<file path="config.mk">
export PLATFORM = sky130hd
export DESIGN_NAME = ulb_top
export DESIGN_NICKNAME = d
export VERILOG_FILES = /design/src/shared/ulb_pkg.sv /design/src/shared/ulb_stream_if.sv /design/src/verilog/ulb_sync.sv /design/src/verilog/ulb_fifo.sv /design/src/verilog/ulb_top.sv
export VERILOG_INCLUDE_DIRS = /design/src /design/src/shared
export SDC_FILE = /design/constraint.sdc
export NUM_CORES = 1
export LEC_CHECK = 0
export ABC_AREA = 1
export BUFFER_PORTS_ARGS = -buffer_cell sky130_fd_sc_hd__buf_2
export CAP_MARGIN = 0
export CORE_UTILIZATION = 56
export CTS_CLUSTER_SIZE = 12
export DETAILED_ROUTE_END_ITERATION = 6
export PLACE_DENSITY = 0.77
export SLEW_MARGIN = 10
export SYNTH_ARGS = -nofsm -noshare
export SYNTH_HDL_FRONTEND = slang
export SYNTH_SLANG_ARGS = --single-unit
</file>
<file path="constraint.sdc">
create_clock -name i_clk -period 11.22 [get_ports i_clk]
set_input_delay 1.683 -clock i_clk [delete_from_list [all_inputs] [get_ports i_clk]]
set_output_delay 1.683 -clock i_clk [all_outputs]
set_load 0.1 [all_outputs]
</file>
<file path="src/shared/ulb_regs.svh">
// Register map, field positions, reset values and bit-time counts
`ifndef ULB_REGS_SVH
`define ULB_REGS_SVH
`define ULB_BASE_BLOCKING 16'h0200
`define ULB_BASE_NONBLOCKING 16'h0300
`define ULB_OFS_STATUS_TWO 5'h1c
`define ULB_OFS_CTRL_THREE 5'h1e
`define ULB_STATUS_TWO_RST 8'h00
`define ULB_CTRL_THREE_RST 8'h00
`define ULB_ST_BREAK_FLAG 7
`define ULB_ST_EDGE_FLAG 6
`define ULB_ST_RX_INVERT 4
`define ULB_ST_IDLE_REPORT 3
`define ULB_ST_LONG_TX_BREAK 2
`define ULB_ST_LONG_DETECT 1
`define ULB_ST_ACTIVE 0
`define ULB_C3_NINTH_RX 7
`define ULB_C3_PIN_DIR 5
`define ULB_C3_TX_INVERT 4
`define ULB_C3_OVERRUN_EN 3
`define ULB_C3_NOISE_EN 2
`define ULB_C3_FRAMING_EN 1
`define ULB_C3_PARITY_EN 0
`define ULB_BRK_TX_SHORT 4'ha
`define ULB_BRK_TX_SHORT_NINE 4'hb
`define ULB_BRK_TX_LONG 4'hd
`define ULB_BRK_TX_LONG_NINE 4'he
`define ULB_BRK_DET_NORMAL 4'ha
`define ULB_BRK_DET_LONG 4'hb
`define ULB_CHAR_BITS 4'ha
`define ULB_CHAR_BITS_NINE 4'hb
`define ULB_BAUD_DIV 163
`define ULB_FIFO_DEPTH 32
`endif

</file>
<file path="src/shared/ulb_pkg.sv">
// Types of the LIN break and edge status block
package ulb_pkg;
  typedef enum logic [2:0] {
    RX_IDLE = 3'h0,
    RX_START = 3'h1,
    RX_DATA = 3'h2,
    RX_STOP = 3'h3,
    RX_BREAK = 3'h4
  } ulb_rx_st_t;

  typedef struct packed {
    ulb_rx_st_t rx_st;
    logic [3:0] sub;
    logic [3:0] bit_cnt;
    logic [8:0] shift;
    logic [3:0] low_cnt;
    logic [3:0] high_cnt;
    logic rx_prev;
    logic idle_armed;
    logic break_detected_flag;
    logic receive_edge_flag;
    logic receive_inversion;
    logic standby_idle_report;
    logic long_break_transmit;
    logic long_break_detect_enable;
    logic receiver_active_flag;
    logic [7:0] ctrl_three;
    logic idle_flag;
    logic framing_error_flag;
    logic overrun_flag;
    logic [7:0] rdata;
    logic irq;
    logic txd;
    logic txd_oe;
    logic tx_busy;
    logic [3:0] tx_sub;
    logic [3:0] tx_bits;
    logic [7:0] div_cnt;
    logic push;
    logic [7:0] push_data;
  } ulb_state_t;
endpackage

</file>
<file path="src/shared/ulb_stream_if.sv">
// Valid/ready byte stream between receiver and buffer
`timescale 1ns/100ps
`default_nettype none
interface ulb_stream_if #(parameter int W = 8);
  logic valid;
  logic ready;
  logic [W-1:0] data;
  modport src (output valid, output data, input ready);
  modport snk (input valid, input data, output ready);
endinterface
`default_nettype wire

</file>
<file path="src/verilog/ulb_sync.sv">
// Two-stage synchroniser with selectable reset level
`timescale 1ns/100ps
`default_nettype none
module ulb_sync #(
  parameter logic RST_VAL = 1'b0
) (
  // Clock and reset
  input wire logic i_clk,
  input wire logic i_nrst,
  // Level in and out
  input wire logic i_d,
  output logic o_q
);
  typedef struct packed {
    logic meta;
    logic q;
  } ulb_sync_t;

  ulb_sync_t s;
  ulb_sync_t next_s;

  // First stage feeds only the second
  always_comb
  begin
    next_s.meta = i_d;
    next_s.q = s.meta;
  end

  // State register
  always_ff @(posedge i_clk or negedge i_nrst)
  begin
    if (!i_nrst)
      s <= {RST_VAL, RST_VAL};
    else
      s <= next_s;
  end

  assign o_q = s.q;
endmodule
`default_nettype wire

</file>
<file path="src/verilog/ulb_fifo.sv">
// Received-character buffer with registered output slot
`timescale 1ns/100ps
`default_nettype none
module ulb_fifo #(
  parameter int W = 8,
  parameter int DEPTH = 32
) (
  // Clock and reset
  input wire logic i_clk,
  input wire logic i_nrst,
  // Fill and drain sides
  ulb_stream_if.snk s_in,
  ulb_stream_if.src s_out
);
  localparam int AW = $clog2(DEPTH);

  typedef struct packed {
    logic [DEPTH-1:0][W-1:0] mem;
    logic [AW-1:0] wr;
    logic [AW-1:0] rd;
    logic [AW:0] cnt;
    logic out_valid;
    logic [W-1:0] out_data;
  } ulb_fifo_t;

  ulb_fifo_t s;
  ulb_fifo_t next_s;
  logic take;
  logic give;
  logic load;

  // Store, prefetch into output slot, count
  always_comb
  begin
    next_s = s;
    take = s_in.valid & s_in.ready;
    give = s.out_valid & s_out.ready;
    load = (!s.out_valid | give) & (s.cnt != '0);
    if (take)
    begin
      next_s.mem[s.wr] = s_in.data;
      next_s.wr = s.wr + 1'b1;
    end
    if (load)
    begin
      next_s.out_data = s.mem[s.rd];
      next_s.rd = s.rd + 1'b1;
      next_s.out_valid = 1'b1;
    end
    else if (give)
      next_s.out_valid = 1'b0;
    next_s.cnt = s.cnt + (AW+1)'(take) - (AW+1)'(load);
  end

  // State register
  always_ff @(posedge i_clk or negedge i_nrst)
  begin
    if (!i_nrst)
      s <= '0;
    else
      s <= next_s;
  end

  // Full stalls the receiver side
  assign s_in.ready = s.cnt < (AW+1)'(DEPTH);
  assign s_out.valid = s.out_valid;
  assign s_out.data = s.out_data;
endmodule
`default_nettype wire

</file>
<file path="src/verilog/ulb_top.sv">
// LIN break detect, edge flag, inversion and control-three register block
// Contract
// Break flag sets on break with detection enabled
// Break flag clears only on written one
// Edge flag sets on active receive edge
// Edge flag holds until written one
// Receive inversion inverts every received element
// Standby idle flag set only if reporting
// Transmit break 10/11 or 13/14 bits
// Framing check independent of long transmit break
// Long detection blocks framing and full flags
// Long detection needs eleven low bits
// Active flag from start until idle
// Software checks active flag before stop
// Software enables long detection on internal clock
// Decode offsets at blocking and nonblocking bases
// Control three at 0x1e, resets zero
// Interrupt when error flag and enable set
// Transmit inversion inverts every transmitted element
`timescale 1ns/100ps
`default_nettype none
`include "ulb_regs.svh"
module ulb_top #(
  parameter int unsigned BAUD_DIV = `ULB_BAUD_DIV,
  parameter int FIFO_DEPTH = `ULB_FIFO_DEPTH
) (
  // Clock and reset
  input wire logic i_clk,
  input wire logic i_nrst,
  // Register access
  input wire logic [15:0] i_addr,
  input wire logic i_wr,
  input wire logic i_rd,
  input wire logic [7:0] i_wdata,
  output logic [7:0] o_rdata,
  // Serial pins
  input wire logic i_rxd,
  output logic o_txd,
  output logic o_txd_oe,
  // Controls and flags from neighbouring registers
  input wire logic i_nine_bit_mode,
  input wire logic i_receiver_wakeup_standby,
  input wire logic i_send_break,
  input wire logic i_noise_flag,
  input wire logic i_parity_error_flag,
  // Received characters
  output logic o_rx_valid,
  output logic [7:0] o_rx_data,
  input wire logic i_rx_ready,
  // Status
  output logic o_idle_flag,
  output logic o_framing_error_flag,
  output logic o_overrun_flag,
  output logic o_irq
);
  localparam logic [15:0] BASE_BLK = `ULB_BASE_BLOCKING;
  localparam logic [15:0] BASE_NBLK = `ULB_BASE_NONBLOCKING;
  localparam logic [7:0] DIV_LAST = 8'(BAUD_DIV - 1);

  ulb_pkg::ulb_state_t s;
  ulb_pkg::ulb_state_t next_s;
  logic nrst_sync;
  logic rxd_s;
  logic tick;
  logic rxi;
  logic hit;
  logic wr_st;
  logic wr_c3;
  logic edge_evt;
  logic smp;
  logic pop;
  logic brk_set;
  logic frm_set;
  logic ov_set;
  logic idle_set;
  logic [3:0] nbits;
  logic [3:0] brk_thr;
  logic [3:0] char_len;
  logic [3:0] tx_len;

  ulb_stream_if #(.W(8)) rx_in_if ();
  ulb_stream_if #(.W(8)) rx_out_if ();

  // Reset release and pin synchronisers
  ulb_sync #(.RST_VAL(1'b0)) u_rst_sync (
    .i_clk(i_clk),
    .i_nrst(i_nrst),
    .i_d(1'b1),
    .o_q(nrst_sync)
  );
  ulb_sync #(.RST_VAL(1'b1)) u_rxd_sync (
    .i_clk(i_clk),
    .i_nrst(nrst_sync),
    .i_d(i_rxd),
    .o_q(rxd_s)
  );

  // Receive buffer
  ulb_fifo #(.W(8), .DEPTH(FIFO_DEPTH)) u_fifo (
    .i_clk(i_clk),
    .i_nrst(nrst_sync),
    .s_in(rx_in_if.snk),
    .s_out(rx_out_if.src)
  );
  assign rx_in_if.valid = s.push;
  assign rx_in_if.data = s.push_data;
  assign rx_out_if.ready = i_rx_ready;

  // Decode and derived timing
  always_comb
  begin
    tick = s.div_cnt == 8'h00;
    rxi = rxd_s ^ s.receive_inversion;
    hit = (i_addr[15:5] == BASE_BLK[15:5]) | (i_addr[15:5] == BASE_NBLK[15:5]);
    wr_st = i_wr & hit & (i_addr[4:0] == `ULB_OFS_STATUS_TWO);
    wr_c3 = i_wr & hit & (i_addr[4:0] == `ULB_OFS_CTRL_THREE);
    edge_evt = s.rx_prev & ~rxi;
    smp = tick & (s.sub == 4'hf) & (s.rx_st inside {ulb_pkg::RX_DATA, ulb_pkg::RX_STOP,
      ulb_pkg::RX_BREAK});
    pop = rx_out_if.valid & i_rx_ready;
    nbits = i_nine_bit_mode ? 4'h9 : 4'h8;
    brk_thr = s.long_break_detect_enable ? `ULB_BRK_DET_LONG : `ULB_BRK_DET_NORMAL;
    char_len = i_nine_bit_mode ? `ULB_CHAR_BITS_NINE : `ULB_CHAR_BITS;
    if (s.long_break_transmit)
      tx_len = i_nine_bit_mode ? `ULB_BRK_TX_LONG_NINE : `ULB_BRK_TX_LONG;
    else
      tx_len = i_nine_bit_mode ? `ULB_BRK_TX_SHORT_NINE : `ULB_BRK_TX_SHORT;
  end

  // Next-state logic
  always_comb
  begin
    next_s = s;
    brk_set = 1'b0;
    frm_set = 1'b0;
    ov_set = 1'b0;
    idle_set = 1'b0;
    next_s.push = 1'b0;
    next_s.rx_prev = rxi;
    next_s.div_cnt = tick ? DIV_LAST : s.div_cnt - 8'h01;
    if (tick)
      next_s.sub = s.sub + 4'h1;
    // Consecutive low bit count for break recognition
    if (smp)
    begin
      next_s.low_cnt = rxi ? 4'h0 : (s.low_cnt == 4'hf ? s.low_cnt : s.low_cnt + 4'h1);
      brk_set = !rxi & s.long_break_detect_enable & (s.low_cnt + 4'h1 == brk_thr);
    end
    unique case (s.rx_st)
      ulb_pkg::RX_IDLE:
      begin
        if (edge_evt)
        begin
          next_s.rx_st = ulb_pkg::RX_START;
          next_s.sub = 4'h0;
          next_s.high_cnt = 4'h0;
        end
        else if (tick && s.sub == 4'hf)
        begin
          next_s.high_cnt = !rxi ? 4'h0 : (s.high_cnt == 4'hf ? s.high_cnt : s.high_cnt + 4'h1);
          if (rxi && s.idle_armed && s.high_cnt + 4'h1 == char_len)
          begin
            next_s.receiver_active_flag = 1'b0;
            next_s.idle_armed = 1'b0;
            idle_set = !(i_receiver_wakeup_standby && !s.standby_idle_report);
          end
        end
      end
      ulb_pkg::RX_START:
      begin
        if (tick && s.sub == 4'h7)
        begin
          if (!rxi)
          begin
            next_s.rx_st = ulb_pkg::RX_DATA;
            next_s.sub = 4'h0;
            next_s.bit_cnt = 4'h0;
            next_s.low_cnt = 4'h1;
            next_s.receiver_active_flag = 1'b1;
            next_s.idle_armed = 1'b1;
          end
          else
            next_s.rx_st = ulb_pkg::RX_IDLE;
        end
      end
      ulb_pkg::RX_DATA:
      begin
        if (smp)
        begin
          next_s.shift = {rxi, s.shift[8:1]};
          next_s.bit_cnt = s.bit_cnt + 4'h1;
          if (s.bit_cnt + 4'h1 == nbits)
            next_s.rx_st = ulb_pkg::RX_STOP;
        end
      end
      ulb_pkg::RX_STOP:
      begin
        if (smp)
        begin
          // Long detection keeps the buffer and framing flag quiet
          if (!s.long_break_detect_enable)
          begin
            frm_set = !rxi;
            if (rx_in_if.ready)
            begin
              next_s.push = 1'b1;
              next_s.push_data = i_nine_bit_mode ? s.shift[7:0] : s.shift[8:1];
              next_s.ctrl_three[`ULB_C3_NINTH_RX] = i_nine_bit_mode & s.shift[8];
            end
            else
              ov_set = 1'b1;
          end
          next_s.rx_st = rxi ? ulb_pkg::RX_IDLE : ulb_pkg::RX_BREAK;
        end
      end
      ulb_pkg::RX_BREAK:
      begin
        if (smp && rxi)
        begin
          next_s.rx_st = ulb_pkg::RX_IDLE;
          next_s.high_cnt = 4'h1;
        end
      end
      default:
        next_s.rx_st = ulb_pkg::RX_IDLE;
    endcase

    // Sticky flags, a new event beats a clear
    next_s.break_detected_flag = brk_set |
      (s.break_detected_flag & !(wr_st & i_wdata[`ULB_ST_BREAK_FLAG]));
    next_s.receive_edge_flag = edge_evt |
      (s.receive_edge_flag & !(wr_st & i_wdata[`ULB_ST_EDGE_FLAG]));
    next_s.framing_error_flag = frm_set | (s.framing_error_flag & !pop);
    next_s.overrun_flag = ov_set | (s.overrun_flag & !pop);
    next_s.idle_flag = idle_set | (s.idle_flag & !pop);

    // Control writes
    if (wr_st)
    begin
      next_s.receive_inversion = i_wdata[`ULB_ST_RX_INVERT];
      next_s.standby_idle_report = i_wdata[`ULB_ST_IDLE_REPORT];
      next_s.long_break_transmit = i_wdata[`ULB_ST_LONG_TX_BREAK];
      next_s.long_break_detect_enable = i_wdata[`ULB_ST_LONG_DETECT];
    end
    if (wr_c3)
      next_s.ctrl_three[6:0] = i_wdata[6:0];

    // Break transmitter
    if (!s.tx_busy && i_send_break)
    begin
      next_s.tx_busy = 1'b1;
      next_s.tx_sub = 4'h0;
      next_s.tx_bits = 4'h0;
    end
    else if (s.tx_busy && tick)
    begin
      next_s.tx_sub = s.tx_sub + 4'h1;
      if (s.tx_sub == 4'hf)
      begin
        next_s.tx_bits = s.tx_bits + 4'h1;
        if (s.tx_bits + 4'h1 == tx_len)
          next_s.tx_busy = 1'b0;
      end
    end
    next_s.txd = ~next_s.tx_busy ^ next_s.ctrl_three[`ULB_C3_TX_INVERT];
    next_s.txd_oe = next_s.ctrl_three[`ULB_C3_PIN_DIR];

    // Error interrupt request
    next_s.irq = (s.overrun_flag & s.ctrl_three[`ULB_C3_OVERRUN_EN]) |
      (i_noise_flag & s.ctrl_three[`ULB_C3_NOISE_EN]) |
      (s.framing_error_flag & s.ctrl_three[`ULB_C3_FRAMING_EN]) |
      (i_parity_error_flag & s.ctrl_three[`ULB_C3_PARITY_EN]);

    // Read data, unmapped reads give zero
    if (i_rd)
    begin
      if (hit && i_addr[4:0] == `ULB_OFS_STATUS_TWO)
        next_s.rdata = {s.break_detected_flag, s.receive_edge_flag, 1'b0,
          s.receive_inversion, s.standby_idle_report, s.long_break_transmit,
          s.long_break_detect_enable, s.receiver_active_flag};
      else if (hit && i_addr[4:0] == `ULB_OFS_CTRL_THREE)
        next_s.rdata = s.ctrl_three;
      else
        next_s.rdata = 8'h00;
    end
  end

  // State register
  always_ff @(posedge i_clk or negedge nrst_sync)
  begin
    if (!nrst_sync)
    begin
      s <= '0;
      s.txd <= 1'b1;
      s.rx_prev <= 1'b1;
      s.ctrl_three <= `ULB_CTRL_THREE_RST;
      {s.break_detected_flag, s.receive_edge_flag, s.receive_inversion,
        s.standby_idle_report, s.long_break_transmit, s.long_break_detect_enable,
        s.receiver_active_flag} <= 7'(`ULB_STATUS_TWO_RST);
    end
    else
      s <= next_s;
  end

  // Outputs
  assign o_rdata = s.rdata;
  assign o_txd = s.txd;
  assign o_txd_oe = s.txd_oe;
  assign o_rx_valid = rx_out_if.valid;
  assign o_rx_data = rx_out_if.data;
  assign o_idle_flag = s.idle_flag;
  assign o_framing_error_flag = s.framing_error_flag;
  assign o_overrun_flag = s.overrun_flag;
  assign o_irq = s.irq;

  // Ticks spent in a transmitted break
  logic [7:0] tx_ticks;
  always_ff @(posedge i_clk or negedge nrst_sync)
  begin
    if (!nrst_sync)
      tx_ticks <= 8'h00;
    else if (!s.tx_busy && i_send_break)
      tx_ticks <= 8'h00;
    else if (s.tx_busy && tick)
      tx_ticks <= tx_ticks + 8'h01;
  end
endmodule
`default_nettype wire

</file>
==> impl_results.rst, run 1 <==
.. list-table::
   :header-rows: 1

   * - Metric
     - Value
   * - Ys Warns
     - 0
   * - Static leakage power
     - 8.97 nW
   * - Buffer levels on the longest clock path
     - 3
   * - Cell at the root of the clock tree
     - sky130_fd_sc_hd__clkbuf_16
   * - Cell type with the highest aggregate area in the netlist
     - sky130_fd_sc_hd__dfrtp_1
   * - Weighted congestion reported at the end of routability-driven placement
     - 0.884
   * - Pwr dens
     - 197 nW/um^2
   * - Synth top area share
     - 53.1%
   * - Share of final-layout standard cells stronger than drive strength 1
     - 7.94%
   * - Vias after detailed routing
     - 14,100
   * - WL/cell
     - 16.4 um
   * - Detailed-router iteration count before antenna repair
     - 6
   * - Cells after Synth
     - 2,112
   * - Max frequency
     - 263 MHz
   * - Inserted Clock Buffers
     - 40
   * - Pwr Total
     - 0.00369 W
   * - IR drop worst, VDD
     - 0.000163 V
   * - Status
     - complete, no violations
   * - Unrepaired setup endpoints after global routing
     - no
   * - Worst slack at placement
     - 6920 ps
   * - Total of endpoints with negative setup slack in the final report
     - 0
   * - Worst-skew pair later-pin latency
     - 540 ps
   * - First-iteration detailed-routing DRC count
     - 1,397
   * - Wire length on met3
     - 2380 um
   * - Critical Path End Type
     - register
   * - Synthesized area per cell
     - 8.12 sq um
   * - Cell variety after synth
     - 40
   * - Final cell count without fillers
     - 2,506
   * - Grt total ovfl
     - 0
   * - Final Cycle Share
     - 33.9%
   * - Syn Std Cell Area
     - 17,100 sq um
   * - N_diodes
     - 0
   * - Slew at the pin with the worst max-slew slack
     - 1250 ps
   * - Number of nets in the synthesized netlist
     - 2,169
   * - Detailed-route DRC error count
     - 0
   * - Most frequent standard cell in the layout excluding fill and tap cells
     - sky130_fd_sc_hd__nand2_1
   * - Rel. slew slack
     - 16.5%
   * - Post-route setup slack
     - 7420 ps
   * - Post-Route M1 WL
     - 17,900 um
   * - Global routing usage summed across all routing layers
     - 27.3%
   * - Worst r2r dst
     - u_fifo.s[13]
   * - Number of I/O pins
     - 58
   * - Height of the chip
     - 177 um
   * - Initial core utilization
     - 57.4%
   * - Placeable core region
     - 29,900 sq um
   * - Remaining number of nets flagged by the antenna check after routing
     - 0
   * - Min-delay worst type
     - register to asynchronous set/reset pin
   * - Highest layer used for signal routing
     - met4
   * - Final HPWL DP
     - 24,800 um
   * - Worst path required time
     - 11,620 ps
   * - Dpl cells
     - 2,435
   * - CTS hold repair buffers
     - 0
   * - Max capacitance violation total
     - 0
   * - Class of the most critical setup path
     - input port to register
   * - Die Width
     - 177 um
   * - Top library cells by usage in the layout, fill and taps aside
     - 754 x sky130_fd_sc_hd__nand2_1, 361 x sky130_fd_sc_hd__dfrtp_1, 276 x sky130_fd_sc_hd__o21ai_0, 249 x sky130_fd_sc_hd__nand3_1, 83 x sky130_fd_sc_hd__inv_1
   * - Number of clock sinks
     - 368
   * - Post-synthesis sequential element count
     - 368
   * - Maximum number of pins on one net before global-route repair
     - 192
   * - Crit path DAT
     - 4200 ps
   * - Cell depth of the worst flop-to-flop path
     - 12
   * - Number of core rows
     - 63
   * - Worst-path fanout max
     - 12
   * - CTS tree
     - built
   * - Post-CTS setup buffer count
     - 0
   * - First-pass GRT wire length
     - 68,600 um
   * - Worst Clk Skew
     - 21.0 ps
   * - Port buffer count
     - 56
   * - Nets@finish
     - 2,144
   * - Routed wire length on met2
     - 19,600 um
   * - Most area-consuming cells after synthesis
     - sky130_fd_sc_hd__dfrtp_1 53%, sky130_fd_sc_hd__nand2_1 17%, sky130_fd_sc_hd__o21ai_0 8.1%
   * - Vias in the first global route
     - 13,500
   * - Portion of the post-synthesis area used by sequential elements
     - 53.8%
   * - Final total negative setup slack
     - 0 ps
   * - Initial antenna violation count
     - 0
   * - Post-cts gate resize count
     - 0
   * - Total Die Area
     - 31,300 sq um
   * - Total count of hold-check failures in the final report
     - 0
   * - Clock-pin slew of the registers on the worst-case setup and hold paths
     - 60 ps
   * - Area added between synthesis and finish
     - 9.09%
   * - Kind of start point of the critical path
     - input port
   * - Detail-routed via count per cell
     - 5.62
   * - Startpoint of the worst register-to-register path
     - u_fifo.s[14]
   * - R2r setup slk
     - 7960 ps
   * - Wire length reported by the detailed router
     - 41,000 um
   * - Number of levels in the clock H-tree
     - 2
   * - Post-layout minimum cycle time
     - 3800 ps
   * - Final Max Slew Viols
     - 0
==> per-layer routing <==
layer  up-vias  track usage [%]
met3        77             3.89
met4         0             8.80
met1      6804             37.6
met5         -                0
li1       6791                -
met2       418             44.6
==> cell type report <==
type                       instances  area [sq um]
clock inverter                     8           104
sequential                       368          9220
multi-input combinational       1514          6950
tap                              390           488
clock buffer                      63          1200
fill                            2459         11200
timing repair buffer              66           368
inverter                          97           367
==> critical path, stage by stage <==
cell and delay, ps:
sky130_fd_sc_hd__buf_2 100, sky130_fd_sc_hd__inv_1 40, sky130_fd_sc_hd__nand2_1 50, sky130_fd_sc_hd__nand2_1 420
sky130_fd_sc_hd__inv_1 390, sky130_fd_sc_hd__ha_1 410, sky130_fd_sc_hd__inv_1 40, sky130_fd_sc_hd__ha_1 200
sky130_fd_sc_hd__fa_1 410, sky130_fd_sc_hd__a21oi_1 150, sky130_fd_sc_hd__o21ai_0 120, sky130_fd_sc_hd__xor2_1 160
==> registers in the layout (all words and copies together), names as in the netlist <==
register              count
o_idle_flag               1
rx_in_if.valid            1
u_rxd_sync.o_q            1
rx_in_if.data             8
u_fifo.s_out.data         8
o_txd                     1
o_overrun_flag            1
u_fifo.s_out.valid        1
s                        61
u_rxd_sync.next_s         1
u_rst_sync.next_s         1
o_framing_error_flag      1
u_fifo.s                272
u_rst_sync.o_q            1
o_rdata                   8
o_irq                     1
==> synth_stat cells, drive strengths merged <==
library cell / instances
nand2: 756
a21boi: 1
mux2i: 1
fa: 1
xnor2: 8
inv: 93
dfstp: 4
o21a: 2
nand3: 252
dfrtp: 364
nand3b: 1
o22ai: 1
nor2: 87
conb: 1
ha: 21
xor2: 19
o31ai: 1
a31oi: 2
buf: 53
a21oi: 37
nor3: 9
nand4: 12
clkinv: 4
clkbuf: 80
o21ai: 299
or2: 3
==> per-stage QoR <==
| stage | utilization, % | cell area, sq um | hold slack, ps |
|---|---|---|---|
| floorplan | - | 17100 | 331 |
| global placement | 58.2 | 17400 | 318 |
| detailed placement | 58.2 | 17400 | 323 |
| CTS | 62.6 | 18700 | 316 |
| global route | 62.6 | 18700 | 345 |
| finish | 62.6 | 18700 | 300 |
==> where the power goes <==
group	internal, W	switching, W	total [W]	leakage, nW
registers	0.00137	0.0000425	0.00142	4.89
logic	0.000234	0.000737	0.000970	3.45
clock network	0.000780	0.000525	0.00131	0.635
total	0.00239	0.00130	0.00369	8.97
==> cell families after synthesis <==
kind of cell             share of synthesized area [%]
multiplexers                                    0.0584
adder cells (fa/ha/maj)                           1.65
AND/OR/NAND/NOR                                   27.1
AO/OA/AOI/OAI                                     10.3
flip-flops                                        53.8
buffers and inverters                             5.70
other                                           0.0219
XOR/XNOR                                          1.38
==> how the worst max path moves through the flow <==
stage,from,end,cells after the start
final,i_rx_ready,u_fifo.s[13],12
after CTS,i_rx_ready,u_fifo.s[13],12
after floorplan,u_rst_sync.o_q,o_framing_error_flag,0
after global placement,i_rx_ready,u_fifo.s[13],12
after global routing,i_rx_ready,u_fifo.s[13],12
after detailed placement,i_rx_ready,u_fifo.s[13],12
Power figures use the tool's default switching activity.
==> run 2: changes to the inputs <==
--- a/config.mk
+++ b/config.mk
@@ -9,10 +9,10 @@
 export ABC_AREA = 1
 export BUFFER_PORTS_ARGS = -buffer_cell sky130_fd_sc_hd__buf_2
 export CAP_MARGIN = 0
-export CORE_UTILIZATION = 56
+export CORE_UTILIZATION = 58
 export CTS_CLUSTER_SIZE = 12
 export DETAILED_ROUTE_END_ITERATION = 6
-export PLACE_DENSITY = 0.77
+export PLACE_DENSITY = 0.76
 export SLEW_MARGIN = 10
 export SYNTH_ARGS = -nofsm -noshare
 export SYNTH_HDL_FRONTEND = slang
==> constraint.sdc (replaced) <==
create_clock -name i_clk -period 3.5 [get_ports i_clk]
set_input_delay 0.525 -clock i_clk [delete_from_list [all_inputs] [get_ports i_clk]]
set_output_delay 0.525 -clock i_clk [all_outputs]
set_load 0.1 [all_outputs]
==> run 2 against run 1 <==
  * Critical path depth did not move
  * Cell count decreased by 0.12%
  * Flip-flop and latch count unchanged
  * Cell area increased by 0.31%
  * Via count is 0.65% higher
  * First-iteration DRC count is 16% higher
  * Clock power rose to 3.1 times the previous value
  * Register-to-register slack got worse by 7000 ps
  * Worst setup slack got worse by 6500 ps
  * Worst hold slack worse by 210 ps
  * Clock skew is 7.3 ps higher
==> impl_results.rst, run 2 (same netlist as run 1, synthesis figures left out) <==
.. list-table::
   :header-rows: 1

   * - Metric
     - Value
   * - Sequence of cells on the critical path
     - inv_2 -> ha_1 -> nand4_1 -> nand2_1 -> inv_1 -> ha_1 -> inv_1 -> ha_1 -> fa_1 -> a21oi_1 -> o21ai_0 -> xor2_1
   * - Wire length reported by the detailed router
     - 40,900 um (-0.16%)
   * - Maximum number of pins on one net before global-route repair
     - 133 (-31%)
   * - Delay contributed by the slowest stage of the critical path
     - 410 ps (about the same)
   * - Worst-path fanout max
     - 12 (unchanged)
   * - Weighted congestion reported at the end of routability-driven placement
     - 0.937 (+5.9%)
   * - Number of core rows
     - 62 (-1.6%)
   * - Largest register by flop count
     - u_fifo.s
   * - Worst Clk Skew
     - 28.2 ps (+7.26 ps)
   * - Number of I/O pins
     - 58 (unchanged)
   * - IR drop worst, VDD
     - 0.000385 V (+140%)
   * - Initial core utilization
     - 59.4% (+2.0 points)
   * - Status
     - complete, no violations
   * - CTS tree
     - built
   * - Number of levels in the clock H-tree
     - 2 (unchanged)
   * - Critical Path End Type
     - register
   * - Buffer levels on the longest clock path
     - 3 (unchanged)
   * - Worst r2r dst
     - u_fifo.s[13]
   * - Cell depth of the worst flop-to-flop path
     - 12 (unchanged)
   * - Crit path buffers/inverters
     - 3 (-1)
   * - Max capacitance violation total
     - 0 (unchanged)
   * - Final Max Slew Viols
     - 0 (unchanged)
   * - Detailed-route DRC error count
     - 0 (unchanged)
   * - Worst-skew pair later-pin latency
     - 540 ps (about the same)
   * - First-iteration detailed-routing DRC count
     - 1,622 (+16%)
   * - Total count of hold-check failures in the final report
     - 0 (unchanged)
   * - Slowest stage cell, crit path
     - sky130_fd_sc_hd__fa_1
   * - Minimum hold slack
     - 93.4 ps (-207 ps)
   * - Number of clock sinks
     - 368 (unchanged)
   * - Vias after detailed routing
     - 14,200 (+0.65%)
   * - Worst path required time
     - 3910 ps (-7710 ps)
   * - Placeable core region
     - 28,900 sq um (-3.4%)
   * - Die Width
     - 174 um (-1.7%)
   * - Area added between synthesis and finish
     - 9.43%
   * - R2r setup slk
     - 910 ps (-7050 ps)
   * - Most repeated library cell on the critical path
     - sky130_fd_sc_hd__ha_1
   * - First-pass GRT wire length
     - 67,500 um (-1.6%)
   * - Class of the most critical setup path
     - register to register
   * - Total of endpoints with negative setup slack in the final report
     - 0 (unchanged)
   * - Global routing usage summed across all routing layers
     - 27.5% (+0.19 points)
   * - Kind of cell adding the most delay to the critical path
     - adder cells
   * - Height of the chip
     - 174 um (-1.7%)
   * - Crit path DAT
     - 3000 ps (-1200 ps)
   * - Pwr Total
     - 0.0118 W (+220%)
   * - Registers with the most flip-flops
     - u_fifo.s (272), s (61)
   * - Hold Path Sink
     - u_rxd_sync.next_s[0]
   * - Initial antenna violation count
     - 0 (unchanged)
   * - Rel. slew slack
     - 19.0% (+2.5 points)
   * - Top library cells by usage in the layout, fill and taps aside
     - 754 x sky130_fd_sc_hd__nand2_1, 361 x sky130_fd_sc_hd__dfrtp_1, 276 x sky130_fd_sc_hd__o21ai_0, 249 x sky130_fd_sc_hd__nand3_1, 83 x sky130_fd_sc_hd__inv_1
   * - Vias in the first global route
     - 13,400 (-0.28%)
   * - Final Cycle Share
     - 73.9%
   * - N_diodes
     - 0 (unchanged)
   * - Port buffer count
     - 56 (unchanged)
   * - Pwr dens
     - 628 nW/um^2 (+220%)
   * - Post-CTS setup buffer count
     - 0 (unchanged)
   * - Inserted Clock Buffers
     - 40 (unchanged)
   * - Startpoint of the lowest-slack hold path
     - i_rxd
   * - Share of final-layout standard cells stronger than drive strength 1
     - 7.93% (-0.011 points)
   * - Clock-pin slew of the registers on the worst-case setup and hold paths
     - 60 ps (about the same)
   * - Fillers
     - 2,350 (-4.4%)
   * - Final HPWL DP
     - 24,700 um (-0.32%)
   * - Detail-routed via count per cell
     - 5.67 (+0.77%)
   * - Static leakage power
     - 9.00 nW (+0.33%)
   * - Kind of start point of the critical path
     - register
   * - Min-delay worst type
     - input port to register
   * - Max reg flops
     - 272 (unchanged)
   * - Unrepaired setup endpoints after global routing
     - no
   * - Total Die Area
     - 30,200 sq um (-3.4%)
   * - Startpoint of the worst register-to-register path
     - u_fifo.s[14]
   * - Slew at the pin with the worst max-slew slack
     - 1210 ps (-36.7 ps)
   * - Remaining number of nets flagged by the antenna check after routing
     - 0 (unchanged)
   * - Cell at the root of the clock tree
     - sky130_fd_sc_hd__clkbuf_16
   * - Grt total ovfl
     - 0 (unchanged)
   * - Most frequent standard cell in the layout excluding fill and tap cells
     - sky130_fd_sc_hd__nand2_1
   * - Post-layout minimum cycle time
     - 2590 ps
   * - Detailed-router iteration count before antenna repair
     - 7 (+1)
   * - Hold Path Stages
     - 1
   * - WL/cell
     - 16.3 um (about the same)
   * - Nets@finish
     - 2,147 (+0.14%)
   * - Max frequency
     - 387 MHz
==> run 2: changes by cell type in the layout (fill, tap and decap cells not counted), sizes merged <==
cell,previous run,this run
buf,66,68
bufinv,2,1
clkbuf,63,66
clkinv,9,8
clkinvlp,1,0
dlygate4sd3,0,1
==> run 2: through the flow <==
step,instances,area (sq um),utilization (%),TNS (ps),setup WS (ps)
6_report,2503,18800,65.0,0,914
5_1_grt,2503,18800,65.0,0,756
3_3_place_gp,2431,17500,60.5,0,945
4_1_cts,2503,18800,65.0,0,932
2_1_floorplan,2112,17100,-,-45470,-126
3_5_place_dp,2431,17500,60.5,0,918
==> run 2: worst max-delay path by stage <==
stage	start	endpoint	slack, ps	depth (start not counted)
3_3_place_gp	i_rx_ready	u_fifo.s[13]	950	12
2_1_floorplan	u_rst_sync.o_q	o_framing_error_flag	-130	0
6_report	u_fifo.s[14]	u_fifo.s[13]	910	12
5_1_grt	u_fifo.s[12]	u_fifo.s[13]	760	12
3_5_place_dp	i_rx_ready	u_fifo.s[13]	920	12
4_1_cts	u_fifo.s[14]	u_fifo.s[13]	930	12
==> run 2: final cells by class <==
type                    instances  area (sq um)  share of cell area, %
clock inverters                 5          61.3                  0.327
well taps                     384           480                   2.56
clock buffers                  66          1220                   6.51
flip-flops and latches        368          9220                   49.2
repair buffers                 69           455                   2.43
inverters                      97           367                   1.95
multi-input cells            1514          6950                   37.1
==> run 2: timing repair <==
item | 4_1_cts | 5_1_grt
resized for setup | 0 | 0
endpoints found under the setup margin | 0 | 0
hold endpoints to repair | 2 | 0
hold buffers | 1 | 0
==> run 2: worst register-to-register path: cells and delay by family, from the launching register on <==
kind	cells	cell delay, ps
flip-flops	1	390
AO/OA/AOI/OAI	2	250
AND/OR/NAND/NOR	2	180
adder cells (fa/ha/maj)	4	1140
XOR/XNOR	1	150
buffers and inverters	3	350
==> run 2: where the power goes <==
| part | total, W | switching, W | internal [W] |
|---|---|---|---|
| combinational | 0.00314 | 0.00235 | 0.000795 |
| sequential | 0.00453 | 0.000130 | 0.00440 |
| clock | 0.00411 | 0.00166 | 0.00245 |
==> run 2: routing by layer <==
layer	GRT usage [%]	share of wire [%]
met5	0	0
met2	45.7	48
met1	37.6	44
met4	9.32	2.7
met3	3.37	5.8
